==> config.mk <==
export PLATFORM = sky130hd
export DESIGN_NAME = fpme_top
export DESIGN_NICKNAME = d
export VERILOG_FILES = /design/src/fpme_pkg.sv /design/src/fpme_tx_if.sv /design/src/fpme_top.sv /design/src/fpme_uart_tx.sv
export SDC_FILE = /design/constraint.sdc
export NUM_CORES = 1
export LEC_CHECK = 0
export BUFFER_PORTS_ARGS = -buffer_cell sky130_fd_sc_hd__buf_2
export CAP_MARGIN = 5
export CORE_MARGIN = 2
export CORE_UTILIZATION = 45
export CTS_CLUSTER_SIZE = 30
export DETAILED_ROUTE_END_ITERATION = 8
export PLACE_DENSITY = 0.71
export SETUP_SLACK_MARGIN = 0.3
export SYNTH_ARGS = -nofsm -noshare
export SYNTH_HDL_FRONTEND = slang
export SYNTH_SLANG_ARGS = --single-unit
==> constraint.sdc <==
create_clock -name ref_clk -period 6.1 [get_ports ref_clk]
set_clock_uncertainty 0.1 [all_clocks]
set_input_delay 0.61 -clock ref_clk [delete_from_list [all_inputs] [get_ports ref_clk]]
set_output_delay 0.61 -clock ref_clk [all_outputs]
set_load 0.01 [all_outputs]
==> src/fpme_pkg.sv <==
// Package of constants and types for the flash programming mode entry block.
`default_nettype none

package fpme_pkg;

	// ========================================
	// Timing
	localparam int unsigned FPME_CLK_HZ = 40000000;
	localparam int unsigned FPME_BAUD_BPS = 115200;
	localparam logic [15:0] FPME_BIT_CYCLES_NOM =
		16'(FPME_CLK_HZ / FPME_BAUD_BPS);
	localparam logic [15:0] FPME_BIT_CYCLES_MIN = 16'h0004;
	localparam logic [3:0] FPME_SYNC_BITS_M1 = 4'h8;

	// ========================================
	// Mode-select pulse counts
	localparam logic [2:0] FPME_PULSES_CRYSTAL = 3'h0;
	localparam logic [2:0] FPME_PULSES_EXTCLK = 3'h3;
	localparam logic [2:0] FPME_PULSES_MAX = 3'h7;

	// ========================================
	// Frames
	localparam logic [3:0] FPME_DATA_BITS = 4'h8;
	localparam logic [7:0] FPME_RESP_ACK = 8'h06;
	localparam logic [7:0] FPME_RESP_NAK = 8'h15;
	localparam logic [7:0] FPME_CMD_RESET = 8'h00;
	localparam int FPME_NUM_CMDS = 12;
	localparam logic [7:0] FPME_CMD_CODES [FPME_NUM_CMDS] = '{
		8'h00, 8'h13, 8'h20, 8'h22, 8'h32, 8'h40,
		8'h70, 8'h90, 8'hA0, 8'hB0, 8'hC0, 8'hC5
	};

	// ========================================
	// Main sequencer states
	typedef enum logic [3:0] {
		FPME_ST_SAMPLE = 4'h0,
		FPME_ST_NORMAL = 4'h1,
		FPME_ST_COUNT = 4'h2,
		FPME_ST_MEASURE = 4'h3,
		FPME_ST_RX_IDLE = 4'h4,
		FPME_ST_RX_BITS = 4'h5,
		FPME_ST_RESPOND = 4'h6,
		FPME_ST_FAULT = 4'h7
	} fpme_state_t;

endpackage

`default_nettype wire

==> src/fpme_tx_if.sv <==
// Interface between the entry sequencer and its response transmitter.
`default_nettype none

interface fpme_tx_if;
	logic start;
	logic [7:0] data;
	logic [15:0] bitPeriod;
	logic busy;

	modport seq (output start, output data, output bitPeriod, input busy);
	modport tx (input start, input data, input bitPeriod, output busy);
endinterface

`default_nettype wire

==> src/fpme_top.sv <==
// Flash programming mode entry, communication mode select and sync logic.
`default_nettype none

module fpme_top (
	// Clock and reset
	input wire logic ref_clk,
	input wire logic reset,
	// Programmer pins
	input wire logic modeSelectPin,
	input wire logic serialReceivePin,
	output logic serialTransmitPin,
	// Mode status
	output logic programMode_r,
	output logic normalMode_r,
	output logic holdPinsAtReset_r,
	output logic commModeValid_r,
	output logic useExternalClock_r,
	output logic modeFault_r,
	output logic linkSynced_r,
	// Received commands
	output logic [7:0] commandByte_r,
	output logic commandStrobe_r
);

	// ========================================
	// Declarations
	fpme_pkg::fpme_state_t state_r;
	fpme_tx_if txBus ();
	logic modePrev_r;
	logic rxPrev_r;
	logic [2:0] pulseCount_r;
	logic [3:0] subCount_r;
	logic [15:0] bitPeriod_r;
	logic [15:0] timer_r;
	logic [3:0] bitIndex_r;
	logic [7:0] rxShift_r;
	logic txStart_r;
	logic [7:0] txData_r;
	logic rxFall;
	logic rxByteDone;
	logic cmdKnown;

	assign rxFall = rxPrev_r && !serialReceivePin;
	assign rxByteDone = (state_r == fpme_pkg::FPME_ST_RX_BITS) &&
		(timer_r == 16'h0000) && (bitIndex_r == fpme_pkg::FPME_DATA_BITS + 4'h1);
	assign txBus.start = txStart_r;
	assign txBus.data = txData_r;
	assign txBus.bitPeriod = bitPeriod_r;

	always_comb
	begin
		cmdKnown = 1'b0;
		for (int i = 0; i < fpme_pkg::FPME_NUM_CMDS; i++)
		begin
			if (rxShift_r == fpme_pkg::FPME_CMD_CODES[i])
			begin
				cmdKnown = 1'b1;
			end
		end
	end

	// ========================================
	// Edge history of the two input pins
	always_ff @(posedge ref_clk)
	begin
		if (reset)
		begin
			modePrev_r <= 1'b0;
			rxPrev_r <= 1'b1;
		end
		else
		begin
			modePrev_r <= modeSelectPin;
			rxPrev_r <= serialReceivePin;
		end
	end

	// ========================================
	// Operating mode chosen at reset release
	always_ff @(posedge ref_clk)
	begin
		if (reset)
		begin
			programMode_r <= 1'b0;
			normalMode_r <= 1'b0;
			holdPinsAtReset_r <= 1'b0;
		end
		else if (state_r == fpme_pkg::FPME_ST_SAMPLE)
		begin
			programMode_r <= modeSelectPin;
			normalMode_r <= !modeSelectPin;
			holdPinsAtReset_r <= modeSelectPin;
		end
	end

	// ========================================
	// Pulse counting and communication mode latch
	always_ff @(posedge ref_clk)
	begin
		if (reset)
		begin
			pulseCount_r <= fpme_pkg::FPME_PULSES_CRYSTAL;
			commModeValid_r <= 1'b0;
			useExternalClock_r <= 1'b0;
			modeFault_r <= 1'b0;
		end
		else if (state_r == fpme_pkg::FPME_ST_COUNT)
		begin
			if (rxFall)
			begin
				commModeValid_r <= 1'b1;
				useExternalClock_r <=
					(pulseCount_r == fpme_pkg::FPME_PULSES_EXTCLK);
				modeFault_r <=
					(pulseCount_r != fpme_pkg::FPME_PULSES_CRYSTAL) &&
					(pulseCount_r != fpme_pkg::FPME_PULSES_EXTCLK);
			end
			else if (modeSelectPin && !modePrev_r &&
				pulseCount_r != fpme_pkg::FPME_PULSES_MAX)
			begin
				pulseCount_r <= pulseCount_r + 3'h1;
			end
		end
	end

	// ========================================
	// Main sequencer: bit period measurement, reception and answers
	always_ff @(posedge ref_clk)
	begin
		if (reset)
		begin
			state_r <= fpme_pkg::FPME_ST_SAMPLE;
			subCount_r <= 4'h0;
			bitPeriod_r <= fpme_pkg::FPME_BIT_CYCLES_NOM;
			timer_r <= 16'h0000;
			bitIndex_r <= 4'h0;
			rxShift_r <= 8'h00;
			txStart_r <= 1'b0;
			txData_r <= fpme_pkg::FPME_RESP_NAK;
			linkSynced_r <= 1'b0;
			commandByte_r <= 8'h00;
			commandStrobe_r <= 1'b0;
		end
		else
		begin
			txStart_r <= 1'b0;
			commandStrobe_r <= 1'b0;
			case (state_r)
				fpme_pkg::FPME_ST_SAMPLE:
				begin
					if (modeSelectPin)
					begin
						state_r <= fpme_pkg::FPME_ST_COUNT;
					end
					else
					begin
						state_r <= fpme_pkg::FPME_ST_NORMAL;
					end
				end
				fpme_pkg::FPME_ST_NORMAL:
				begin
					state_r <= fpme_pkg::FPME_ST_NORMAL;
				end
				fpme_pkg::FPME_ST_COUNT:
				begin
					if (rxFall)
					begin
						if ((pulseCount_r == fpme_pkg::FPME_PULSES_CRYSTAL) ||
							(pulseCount_r == fpme_pkg::FPME_PULSES_EXTCLK))
						begin
							state_r <= fpme_pkg::FPME_ST_MEASURE;
							subCount_r <= 4'h1;
							bitPeriod_r <= 16'h0000;
						end
						else
						begin
							state_r <= fpme_pkg::FPME_ST_FAULT;
						end
					end
				end
				fpme_pkg::FPME_ST_MEASURE:
				begin
					// The reset command is all zeros: start bit and eight data
					// bits form one low run, so its length over nine is a bit.
					if (serialReceivePin)
					begin
						if (bitPeriod_r < fpme_pkg::FPME_BIT_CYCLES_MIN)
						begin
							state_r <= fpme_pkg::FPME_ST_FAULT;
						end
						else
						begin
							linkSynced_r <= 1'b1;
							txData_r <= fpme_pkg::FPME_RESP_ACK;
							txStart_r <= 1'b1;
							state_r <= fpme_pkg::FPME_ST_RESPOND;
						end
					end
					else if (subCount_r == fpme_pkg::FPME_SYNC_BITS_M1)
					begin
						subCount_r <= 4'h0;
						if (bitPeriod_r != 16'hFFFF)
						begin
							bitPeriod_r <= bitPeriod_r + 16'h0001;
						end
					end
					else
					begin
						subCount_r <= subCount_r + 4'h1;
					end
				end
				fpme_pkg::FPME_ST_RESPOND:
				begin
					if (!txStart_r && !txBus.busy)
					begin
						state_r <= fpme_pkg::FPME_ST_RX_IDLE;
					end
				end
				fpme_pkg::FPME_ST_RX_IDLE:
				begin
					if (rxFall)
					begin
						timer_r <= {1'b0, bitPeriod_r[15:1]};
						bitIndex_r <= 4'h0;
						state_r <= fpme_pkg::FPME_ST_RX_BITS;
					end
				end
				fpme_pkg::FPME_ST_RX_BITS:
				begin
					if (timer_r != 16'h0000)
					begin
						timer_r <= timer_r - 16'h0001;
					end
					else if (bitIndex_r == 4'h0 && serialReceivePin)
					begin
						state_r <= fpme_pkg::FPME_ST_RX_IDLE;
					end
					else if (rxByteDone)
					begin
						if (serialReceivePin && cmdKnown)
						begin
							txData_r <= fpme_pkg::FPME_RESP_ACK;
							commandByte_r <= rxShift_r;
							commandStrobe_r <= 1'b1;
						end
						else
						begin
							txData_r <= fpme_pkg::FPME_RESP_NAK;
						end
						txStart_r <= 1'b1;
						state_r <= fpme_pkg::FPME_ST_RESPOND;
					end
					else
					begin
						if (bitIndex_r != 4'h0)
						begin
							rxShift_r <= {serialReceivePin, rxShift_r[7:1]};
						end
						bitIndex_r <= bitIndex_r + 4'h1;
						timer_r <= bitPeriod_r - 16'h0001;
					end
				end
				fpme_pkg::FPME_ST_FAULT:
				begin
					state_r <= fpme_pkg::FPME_ST_FAULT;
				end
				default:
				begin
					state_r <= fpme_pkg::FPME_ST_SAMPLE;
				end
			endcase
		end
	end

	// ========================================
	// Response transmitter
	fpme_uart_tx txUnit (
		.ref_clk(ref_clk),
		.reset(reset),
		.txPort(txBus.tx),
		.serialTransmitPin(serialTransmitPin)
	);

endmodule

`default_nettype wire

==> src/fpme_uart_tx.sv <==
// Response transmitter: one start bit, eight data bits LSB first, one stop.
`default_nettype none

module fpme_uart_tx (
	// Clock and reset
	input wire logic ref_clk,
	input wire logic reset,
	// Sequencer side
	fpme_tx_if.tx txPort,
	// Pin
	output logic serialTransmitPin
);

	// ========================================
	// Shift register and bit timer
	logic [9:0] shift_r;
	logic [3:0] bitsLeft_r;
	logic [15:0] timer_r;

	assign txPort.busy = (bitsLeft_r != 4'h0);

	always_ff @(posedge ref_clk)
	begin
		if (reset)
		begin
			shift_r <= 10'h3FF;
			bitsLeft_r <= 4'h0;
			timer_r <= 16'h0000;
			serialTransmitPin <= 1'b1;
		end
		else if (bitsLeft_r == 4'h0)
		begin
			serialTransmitPin <= 1'b1;
			if (txPort.start)
			begin
				shift_r <= {1'b1, txPort.data, 1'b0};
				bitsLeft_r <= 4'hA;
				timer_r <= 16'h0000;
			end
		end
		else if (timer_r == 16'h0000)
		begin
			serialTransmitPin <= shift_r[0];
			shift_r <= {1'b1, shift_r[9:1]};
			timer_r <= txPort.bitPeriod - 16'h0001;
		end
		else
		begin
			timer_r <= timer_r - 16'h0001;
			if (timer_r == 16'h0001)
			begin
				bitsLeft_r <= bitsLeft_r - 4'h1;
			end
		end
	end

endmodule

`default_nettype wire

### After elaboration in Yosys (flattened, before gate mapping)

Cells that the tools add are included.

* bits in registers: 112
* input bits: 4
* output and inout port bits: 17
* logic and storage cells: 195

* $add $sub $neg: 8
* order comparisons: 1
* equality and inequality tests: 43
* multiplexer cells: 68
* bitwise logic cells: 6
* reductions and logical operators: 46

Operator list (count)
* two-way mux 16 bit: 12
* two-way mux 4 bit: 19
* one-hot mux 16 bit (2 select lines): 2
* subtractor 16 x 1 -> 16 bit (second input constant): 3
* == test 8 bit (second input constant): 5
* two-way mux 8 bit: 5
* logical NOT 16 bit: 2
* one-hot mux 4 bit (8 select lines): 1
* two-way mux 10 bit: 3
* inequality test 2 bit (second input constant): 13
* == test 8 x 6 -> 1 bit (second input constant): 3
* two-way mux 1 bit: 19
* AND reduction 6 bit: 3
* adder 16 x 1 -> 16 bit (second input constant): 1
* == test 16 x 1 -> 1 bit (second input constant): 1
* == test 4 x 3 -> 1 bit (second input constant): 4
* == test 8 x 7 -> 1 bit (second input constant): 2
* < comparator 16 x 3 -> 1 bit (second input constant): 1
* inequality test 16 bit (second input constant): 1
* one-hot mux 4 bit (2 select lines): 2
* one-hot mux 8 bit (2 select lines): 1
* nonzero test 16 bit: 1
* AND reduction 5 bit: 3
* logical NOT 4 bit: 3
* other kinds (29): 62

### Longest topological paths before layout

Gate-level depths: netlist of the first run.

* depth after elaboration: 19
* gate-level depth with buffers: 9
* depth with buffers taken out: 8

### Cells and area by module

Synthesis of the first run repeated with hierarchy kept, for this count alone.

* cells, all modules: 788
* area, all modules: 6242.2 um^2

By module, submodules not included
* fpme_top: times used 1, cells each 533, area an instance 4314.1 um^2, sequential area each 1481.4 um^2
* fpme_uart_tx: times used 1, cells each 255, area an instance 1928.1 um^2, sequential area each 600.6 um^2

### Worst setup path before layout of the first run

OpenSTA, ideal clock, no wires.

* path kind: input to register
* from: in serialReceivePin
* to: reg bitPeriod_r[15]
* library setup time: 71 ps
* arrival time: 1992 ps
* required time: 5929 ps
* setup slack: 3937 ps
* cell stages on the path: 6
* path buffers: 1
* cell sequence: clkbuf_1 -> nand2b_1 -> a21oi_2 -> nand4_1 -> or3_1 -> a21oi_1

* cells in the longest elaborated chain, start to end: 4
* elaborated cells on any way between the ends: 5
* those cells by class: 2 x eq/ne; 3 x reduce/logical

RTL lines
* start, declared: RTL line fpme_top.sv:10 `input wire logic serialReceivePin,`
* logical NOT 1 bit: RTL line fpme_top.sv:43 `assign rxFall = rxPrev_r && !serialReceivePin;`
* logical AND 1 bit: RTL line fpme_top.sv:43
* inequality test 2 bit (no line)
* AND reduction 6 bit (no line) *
* end signal, assigned: RTL line fpme_top.sv:134 `bitPeriod_r <= fpme_pkg::FPME_BIT_CYCLES_NOM;`
* end signal, assigned: RTL line fpme_top.sv:204 `bitPeriod_r <= bitPeriod_r + 16'h0001;`
* end, declared: RTL line fpme_top.sv:33 `logic [15:0] bitPeriod_r;`

Mark *: on every way between the ends. The rest lies on a longest branch, timed or not.
A chain may end at the register's enable or synchronous reset.

### Worst setup path after layout of the first run

* from: reg timer_r[0]
* to: reg timer_r[15]

* cells in the longest elaborated chain, start to end: 5
* elaborated cells on any way between the ends: 10
* those cells by class: 1 x add/sub; 2 x eq/ne; 2 x mux; 5 x reduce/logical

RTL lines
* start, declared: RTL line fpme_top.sv:34 `logic [15:0] timer_r;`
* start signal, assigned: RTL line fpme_top.sv:223 `timer_r <= {1'b0, bitPeriod_r[15:1]};`
* start signal, assigned: RTL line fpme_top.sv:232 `timer_r <= timer_r - 16'h0001;`
* start signal, assigned: RTL line fpme_top.sv:260 `timer_r <= bitPeriod_r - 16'h0001;`
* branches (longest 5 deep; another with subtractor 16 x 1 -> 16 bit)

Several ways; the timed one is not identified.

==> results of run 1 <==
registers in the layout, indices dropped and copies added (netlist names), 2 cells and up:
| register | count |
|---|---|
| bitIndex_r | 4 |
| commandByte_r | 8 |
| state_r | 3 |
| txUnit.shift_r | 9 |
| txUnit.bitsLeft_r | 4 |
| txBus.data | 2 |
| txUnit.timer_r | 16 |
| bitPeriod_r | 16 |
| pulseCount_r | 3 |
| timer_r | 16 |
| rxShift_r | 8 |
| subCount_r | 4 |
report_power, final:
part           internal [W]  total [W]  switching, W
logic              0.000174   0.000511      0.000337
clock network      0.000293   0.000569      0.000275
registers          0.000719   0.000793     0.0000743
total               0.00119    0.00187      0.000687
critical path, stage by stage (launching register included):
cell     delay (ps)
dfxtp_1         360
inv_1           100
ha_1            190
nor4b_1         300
nand4_1         660
nand2_1         590
o21ai_0         160
a31oi_1         200
o41ai_1         110
kinds of logic (layout without fill, tap and decap cells):
| family | Yosys count | in the layout | synth area share |
|---|---|---|---|
| AO/OA/AOI/OAI | 182 | 182 | 0.192 |
| XOR/XNOR | 30 | 30 | 0.0455 |
| adder cells (fa/ha/maj) | 16 | 16 | 0.0347 |
| buffers and inverters | 67 | 67 | 0.0455 |
| flip-flops | 104 | 104 | 0.360 |
| multiplexers | 20 | 20 | 0.0351 |
| AND/OR/NAND/NOR | 319 | 319 | 0.287 |
final timing paths:
kind                                      start               to  slack, ps  depth (start not counted)
worst max-delay path                 timer_r[0]      timer_r[15]       3170                          8
worst min-delay path            commModeValid_r  commModeValid_r        340                          2
worst max register to register       timer_r[0]      timer_r[15]       3170                          8
worst min register to register  commModeValid_r  commModeValid_r        340                          2
placed cells by master, fill, tap and decap left out, types with 6 or more instances in the layout:
cell type	n
nand4b_1	6
nand4_1	15
or3_1	6
xor2_1	16
nand3_1	34
nor3_1	24
nand2b_1	7
buf_2	20
nand2_1	80
nor4_1	7
nor2_1	88
clkbuf_16	9
o211ai_1	12
o22ai_1	8
and3_1	6
o21ai_0	54
inv_1	26
a21oi_1	51
ha_1	16
xnor2_1	14
dfxtp_1	104
nor2b_1	6
a31oi_1	17
mux2i_1	18
area by class of cell:
cell class / instances / area [µm²]
inverters: 27 / 101
multi-input cells: 567 / 3440
clock inverters: 6 / 50.0
fillers: 1195 / 6310
clock buffers: 10 / 239
well taps: 172 / 215
repair buffers: 24 / 130
flip-flops and latches: 104 / 2080
metal layers:
metal | wire length, µm | up-vias
li1 | - | 2655
met1 | 6640 | 2524
met2 | 6680 | 180
met3 | 769 | 27
met4 | 350 | 0
met5 | 0 | -
metrics by stage:
step	hold WS (ps)	total power, W	instances
3_3_place_gp	331	0.00129	894
4_1_cts	347	0.00187	910
3_5_place_dp	336	0.00130	894
2_1_floorplan	336	0.00119	738
5_1_grt	389	0.00196	910
6_report	341	0.00187	910
==> flow_summary.toml, run 1 <==
[clocking]
clkLatencyLatePin_ps = 360
clock_path_buffers = 2
clk_pin_slew_ps = 70
root_buffer = "clkbuf_16"
hold_buffers = 0
cts_setup_buffers = 0
cts.sinks = 104
post_cts_resize_count = 0
numCtsBuffers = 9
h-tree-depth = 3
cts_tree = "built"

[logic_synthesis]
post-synth-top-count-cell = "dfxtp_1"
syn_area_per_cell_um2 = 7.83
ys_warn_count = 0
yosys-top-cells-area = "dfxtp_1 36%, nor2_1 5.7%, nand2_1 5.2%, o21ai_0 4.7%, a21oi_1 4.4%"
synthCells = 738
synthDistinctLibCells = 70
syn_area_mm2 = 0.00578
yosys.area.top_type = "dfxtp_1"
syn_nets = 758
yosysSeqAreaShare = 0.360
async_flop_share = 0
synth-edff-count = 0
synthFlopType = "dfxtp_1"
synth_common_cells = "104 x dfxtp_1, 88 x nor2_1, 80 x nand2_1, 54 x o21ai_0, 51 x a21oi_1"
ys_seq_elements = 104
yosysTopAreaCellShare = 0.360

[placement]
portBuffers = 20
gp_congestion = 0.998
place_area_mm2 = 0.00597
place_ws_ps = 3210
dp_hpwl_um = 10200

[setup_path]
timing.setup.critical_path_class = "flip-flop to flip-flop"
cp.arrival_ps = 3040
cp_max_fo = 17
endpoint_kind = "flip-flop"
worstPathRequired_ps = 6210
setup.worst_path.start_class = "flip-flop"

[detailed_routing]
drc = 0
wl_per_cell_um = 15.9
drt-vias-per-instance = 5.92
drtPass1Iterations = 5
detail-route-antenna-nets = 0
drt_iter0_drc = 401
num_vias = 5386
wirelength_um = 14400

[outcome]
status = "finished, final reports clean"

[power_and_ir_drop]
ir_drop_mv = 0.258
p_per_area_mw_per_mm2 = 299
p_leak_nw = 2.29

[run]
drv_cap = 0

[global_routing]
grt_use_met1 = 0.296
busiest_layer = "met2"
grt_pass1_wl_um = 23700
grt_max_degree = 69
gr-usage-all-layers = 0.217
grt_util_met3 = 0.0402
antenna_found_initial = 0
grt-ovfl-total = 0
grt_pass1_vias = 4800
met2_usage = 0.336

[die]
io_pins = 21
start_util = 0.460
die-height_um = 117
core_area_mm2 = 0.0126
dieArea_mm2 = 0.0138
fp.dieW_um = 117
fp-row-count = 41

[layout]
areaGrowthSynthToFinish_pct = 8.30
layout-drive-gt1-share = 0.0921
nets = 753
n_antenna_cell = 0
final_core_util = 0.498
fin_area_mm2 = 0.00625

[timing]
setup_viol = 0
relSlewSlack = 0.166
fmax_ghz = 0.342
hold_violations = 0
max_slew.worst_pin.slew_ps = 1240
fin_tns_setup_ps = 0
rsz0062_at_grt = "no"
min_period_ps = 2930
min_period_over_period = 0.480
slew_viol_final = 0
fin_ws_ps = 3170

[hold_path]
min_path_type = "flip-flop to flip-flop"
Note: power is estimated with default switching activity, not from simulation.
==> inputs of run 2 (changes only) <==
--- a/config.mk
+++ b/config.mk
@@ -5,13 +5,14 @@
 export SDC_FILE = /design/constraint.sdc
 export NUM_CORES = 1
 export LEC_CHECK = 0
+export ABC_AREA = 1
 export BUFFER_PORTS_ARGS = -buffer_cell sky130_fd_sc_hd__buf_2
 export CAP_MARGIN = 5
 export CORE_MARGIN = 2
 export CORE_UTILIZATION = 45
 export CTS_CLUSTER_SIZE = 30
 export DETAILED_ROUTE_END_ITERATION = 8
-export PLACE_DENSITY = 0.71
+export PLACE_DENSITY = 0.73
 export SETUP_SLACK_MARGIN = 0.3
 export SYNTH_ARGS = -nofsm -noshare
 export SYNTH_HDL_FRONTEND = slang
==> constraint.sdc (replaced) <==
create_clock -name ref_clk -period 2.44 [get_ports ref_clk]
set_clock_uncertainty 0.1 [all_clocks]
set_input_delay 0.244 -clock ref_clk [delete_from_list [all_inputs] [get_ports ref_clk]]
set_output_delay 0.244 -clock ref_clk [all_outputs]
set_load 0.01 [all_outputs]
==> flow_summary.toml, run 2 <==
[global_routing]
antenna_found_initial = 0
gr-usage-all-layers = 0.207
grt_pass1_vias = 5725
grt-ovfl-total = 0
grt_pass1_wl_um = 26700
grt_max_degree = 41

[layout]
final_common_cell = "nand2_1"
areaGrowthSynthToFinish_pct = 9.64
nets = 1037
fillers = 1477
seqCellArea_mm2 = 0.00208
layout-drive-gt1-share = 0.117
final_cell_mix = "224 x nand2_1, 163 x nor2_1, 103 x inv_1"
multi_input_area_mm2 = 0.00389
top_regs = "bitPeriod_r: 16 flops, timer_r: 16 flops, txUnit.timer_r: 16 flops"
n_antenna_cell = 0
finalNonFillerCells = 1206

[timing]
relSlewSlack = 0.604
hold_violations = 0
fin_tns_setup_ps = 0
min_period_over_period = 0.822
rsz0062_at_grt = "no"
slew_viol_final = 0
fmax_ghz = 0.499
setup_viol = 0
min_period_ps = 2000
max_slew.worst_pin.slew_ps = 593

[die]
io_pins = 21
dieArea_mm2 = 0.0156
die-height_um = 125
fp-row-count = 44
fp.dieW_um = 125
start_util = 0.455
core_area_mm2 = 0.0144

[setup_path]
crit_chain = "inv_1 -> ha_1 -> nand3_1 -> nor2_1 -> nand3_2 -> o21ai_2 -> nor2_4 -> buf_4 -> o21ai_0 -> nor2_1"
slowest_delay_ps = 370
setup.worst_path.start_class = "flip-flop"
r2r-end = "timer_r[0]"
cp_max_fo = 14
cp.arrival_ps = 2200
r2r_slack_ps = 440
cp-endpoint = "timer_r[0]"
crit_family = "simple AND/OR/NAND/NOR gates"
path_buf_inv = 2
r2r_start = "timer_r[0]"
endpoint_kind = "flip-flop"
timing.setup.critical_path_class = "flip-flop to flip-flop"
path_common_cell = "nor2_1"
worstPathRequired_ps = 2640
worstSetupStartpoint = "timer_r[0]"
r2r_cells = 10
cp_slowest_cell = "dfxtp_1"
worst-path-stages = 10

[clocking]
clkLatencyLatePin_ps = 370
cts_tree = "built"
root_buffer = "clkbuf_16"
cts.sinks = 104
clk_pin_slew_ps = 70
clock_path_buffers = 2
h-tree-depth = 3
numCtsBuffers = 9

[power_and_ir_drop]
ir_drop_mv = 0.563
switchingPower_w = 0.00451
combPwrFrac = 0.574
p_leak_nw = 3.23
swShare = 0.490
internal-power_w = 0.00469
seq_power_share = 0.269
p_per_area_mw_per_mm2 = 1280
power.share.clock = 0.157

[placement]
dp_hpwl_um = 11600
portBuffers = 20
gp_congestion = 0.940
dp_cells = 1183

[run]
drv_cap = 0

[detailed_routing]
drc = 0
drt_iter0_drc = 509
drt-vias-per-instance = 5.21
wl_per_cell_um = 13.2
num_vias = 6286
drtPass1Iterations = 5
wirelength_um = 15900
detail-route-antenna-nets = 0

[logic_synthesis]
post-synth-top-count-cell = "nand2_1"
syn_nets = 1022
async_flop_share = 0
ys_seq_elements = 104
synthFlopType = "dfxtp_1"
syn_area_per_cell_um2 = 6.56
yosys.area.top_type = "dfxtp_1"
synth_common_cells = "225 x nand2_1, 165 x nor2_1, 104 x dfxtp_1, 103 x inv_1, 84 x nand3_1"
ys_warn_count = 0
synth-edff-count = 0
yosysTopAreaCellShare = 0.317
yosys-top-cells-area = "dfxtp_1 32%, nand2_1 13%, nor2_1 9.4%, nand3_1 6.4%, inv_1 5.9%"
synthDistinctLibCells = 47
yosysSeqAreaShare = 0.317
synthCells = 1002
syn_area_mm2 = 0.00657

[hold_path]
min_path_type = "primary input to flip-flop"
min_from = "serialReceivePin"

[outcome]
status = "finished, final reports clean"
[run 2: cells by family (layout without fill, tap and decap cells)]
logic type / Yosys count / after routing / synth area share
AND/OR/NAND/NOR: 548 / 548 / 0.374
buffers and inverters: 151 / 171 / 0.0990
AO/OA/AOI/OAI: 140 / 140 / 0.122
flip-flops: 104 / 104 / 0.317
XOR/XNOR: 43 / 43 / 0.0573
adder cells (fa/ha/maj): 16 / 16 / 0.0305
[run 2: area by class of cell]
cell class,count,area share
flip-flops and latches,104,0.289
well taps,184,0.0320
clock inverters,5,0.00556
clock buffers,11,0.0351
inverters,115,0.0617
multi-input cells,747,0.540
repair buffers,40,0.0368
[run 2: power groups by stage]
stage,logic [W],clock network (W),registers [W]
3_3_place_gp,0.00484,0,0.00249
3_5_place_dp,0.00491,0,0.00249
6_report,0.00528,0.00145,0.00247
2_1_floorplan,0.00406,0,0.00237
5_1_grt,0.00593,0.00154,0.00253
4_1_cts,0.00496,0.00148,0.00246
[run 2: how the worst min path moves through the flow]
stage	cells after the start	slack, ps	to
after detailed placement	2	340	normalMode_r
after CTS	3	140	rxPrev_r
after global routing	3	180	rxPrev_r
after floorplan	1	230	normalMode_r
after global placement	2	340	normalMode_r
final	3	140	rxPrev_r
[run 2: worst reg2reg max path, stage by stage, from the launching register on]
cell     delay (ps)
dfxtp_1         370
inv_1            90
ha_1            230
nand3_1          90
nor2_1           50
nand3_2         160
o21ai_2         100
nor2_4          330
buf_4           220
o21ai_0          70
nor2_1          130
[run 2: timing repair]
item,in CTS,in global routing
pin swaps,0,6
gates cloned,0,0
endpoints found under the hold margin,1,0
hold buffers,1,0
endpoints found under the setup margin,1,50
buffers inserted,0,6
gates resized for setup,1,13
[run 2: per-stage QoR]
stage                     hold slack [ps]  setup slack (ps)  power, W  instance area [µm²]  utilization
final                                 145               435   0.00920                 7200        0.499
after global routing                  183               296    0.0100                 7200        0.499
after CTS                             141               286   0.00890                 7100        0.492
after detailed placement              337               280   0.00740                 6790        0.471
after global placement                335               324   0.00733                 6790        0.471
after floorplan                       234               695   0.00644                 6570            -
[run 2: layer usage]
layer | vias up | GRT usage | part of all wire
met5 | - | 0 | 0
li1 | 3245 | - | -
met4 | 0 | 0.0575 | 0.013
met1 | 2845 | 0.280 | 0.47
met3 | 19 | 0.0447 | 0.055
met2 | 177 | 0.333 | 0.46
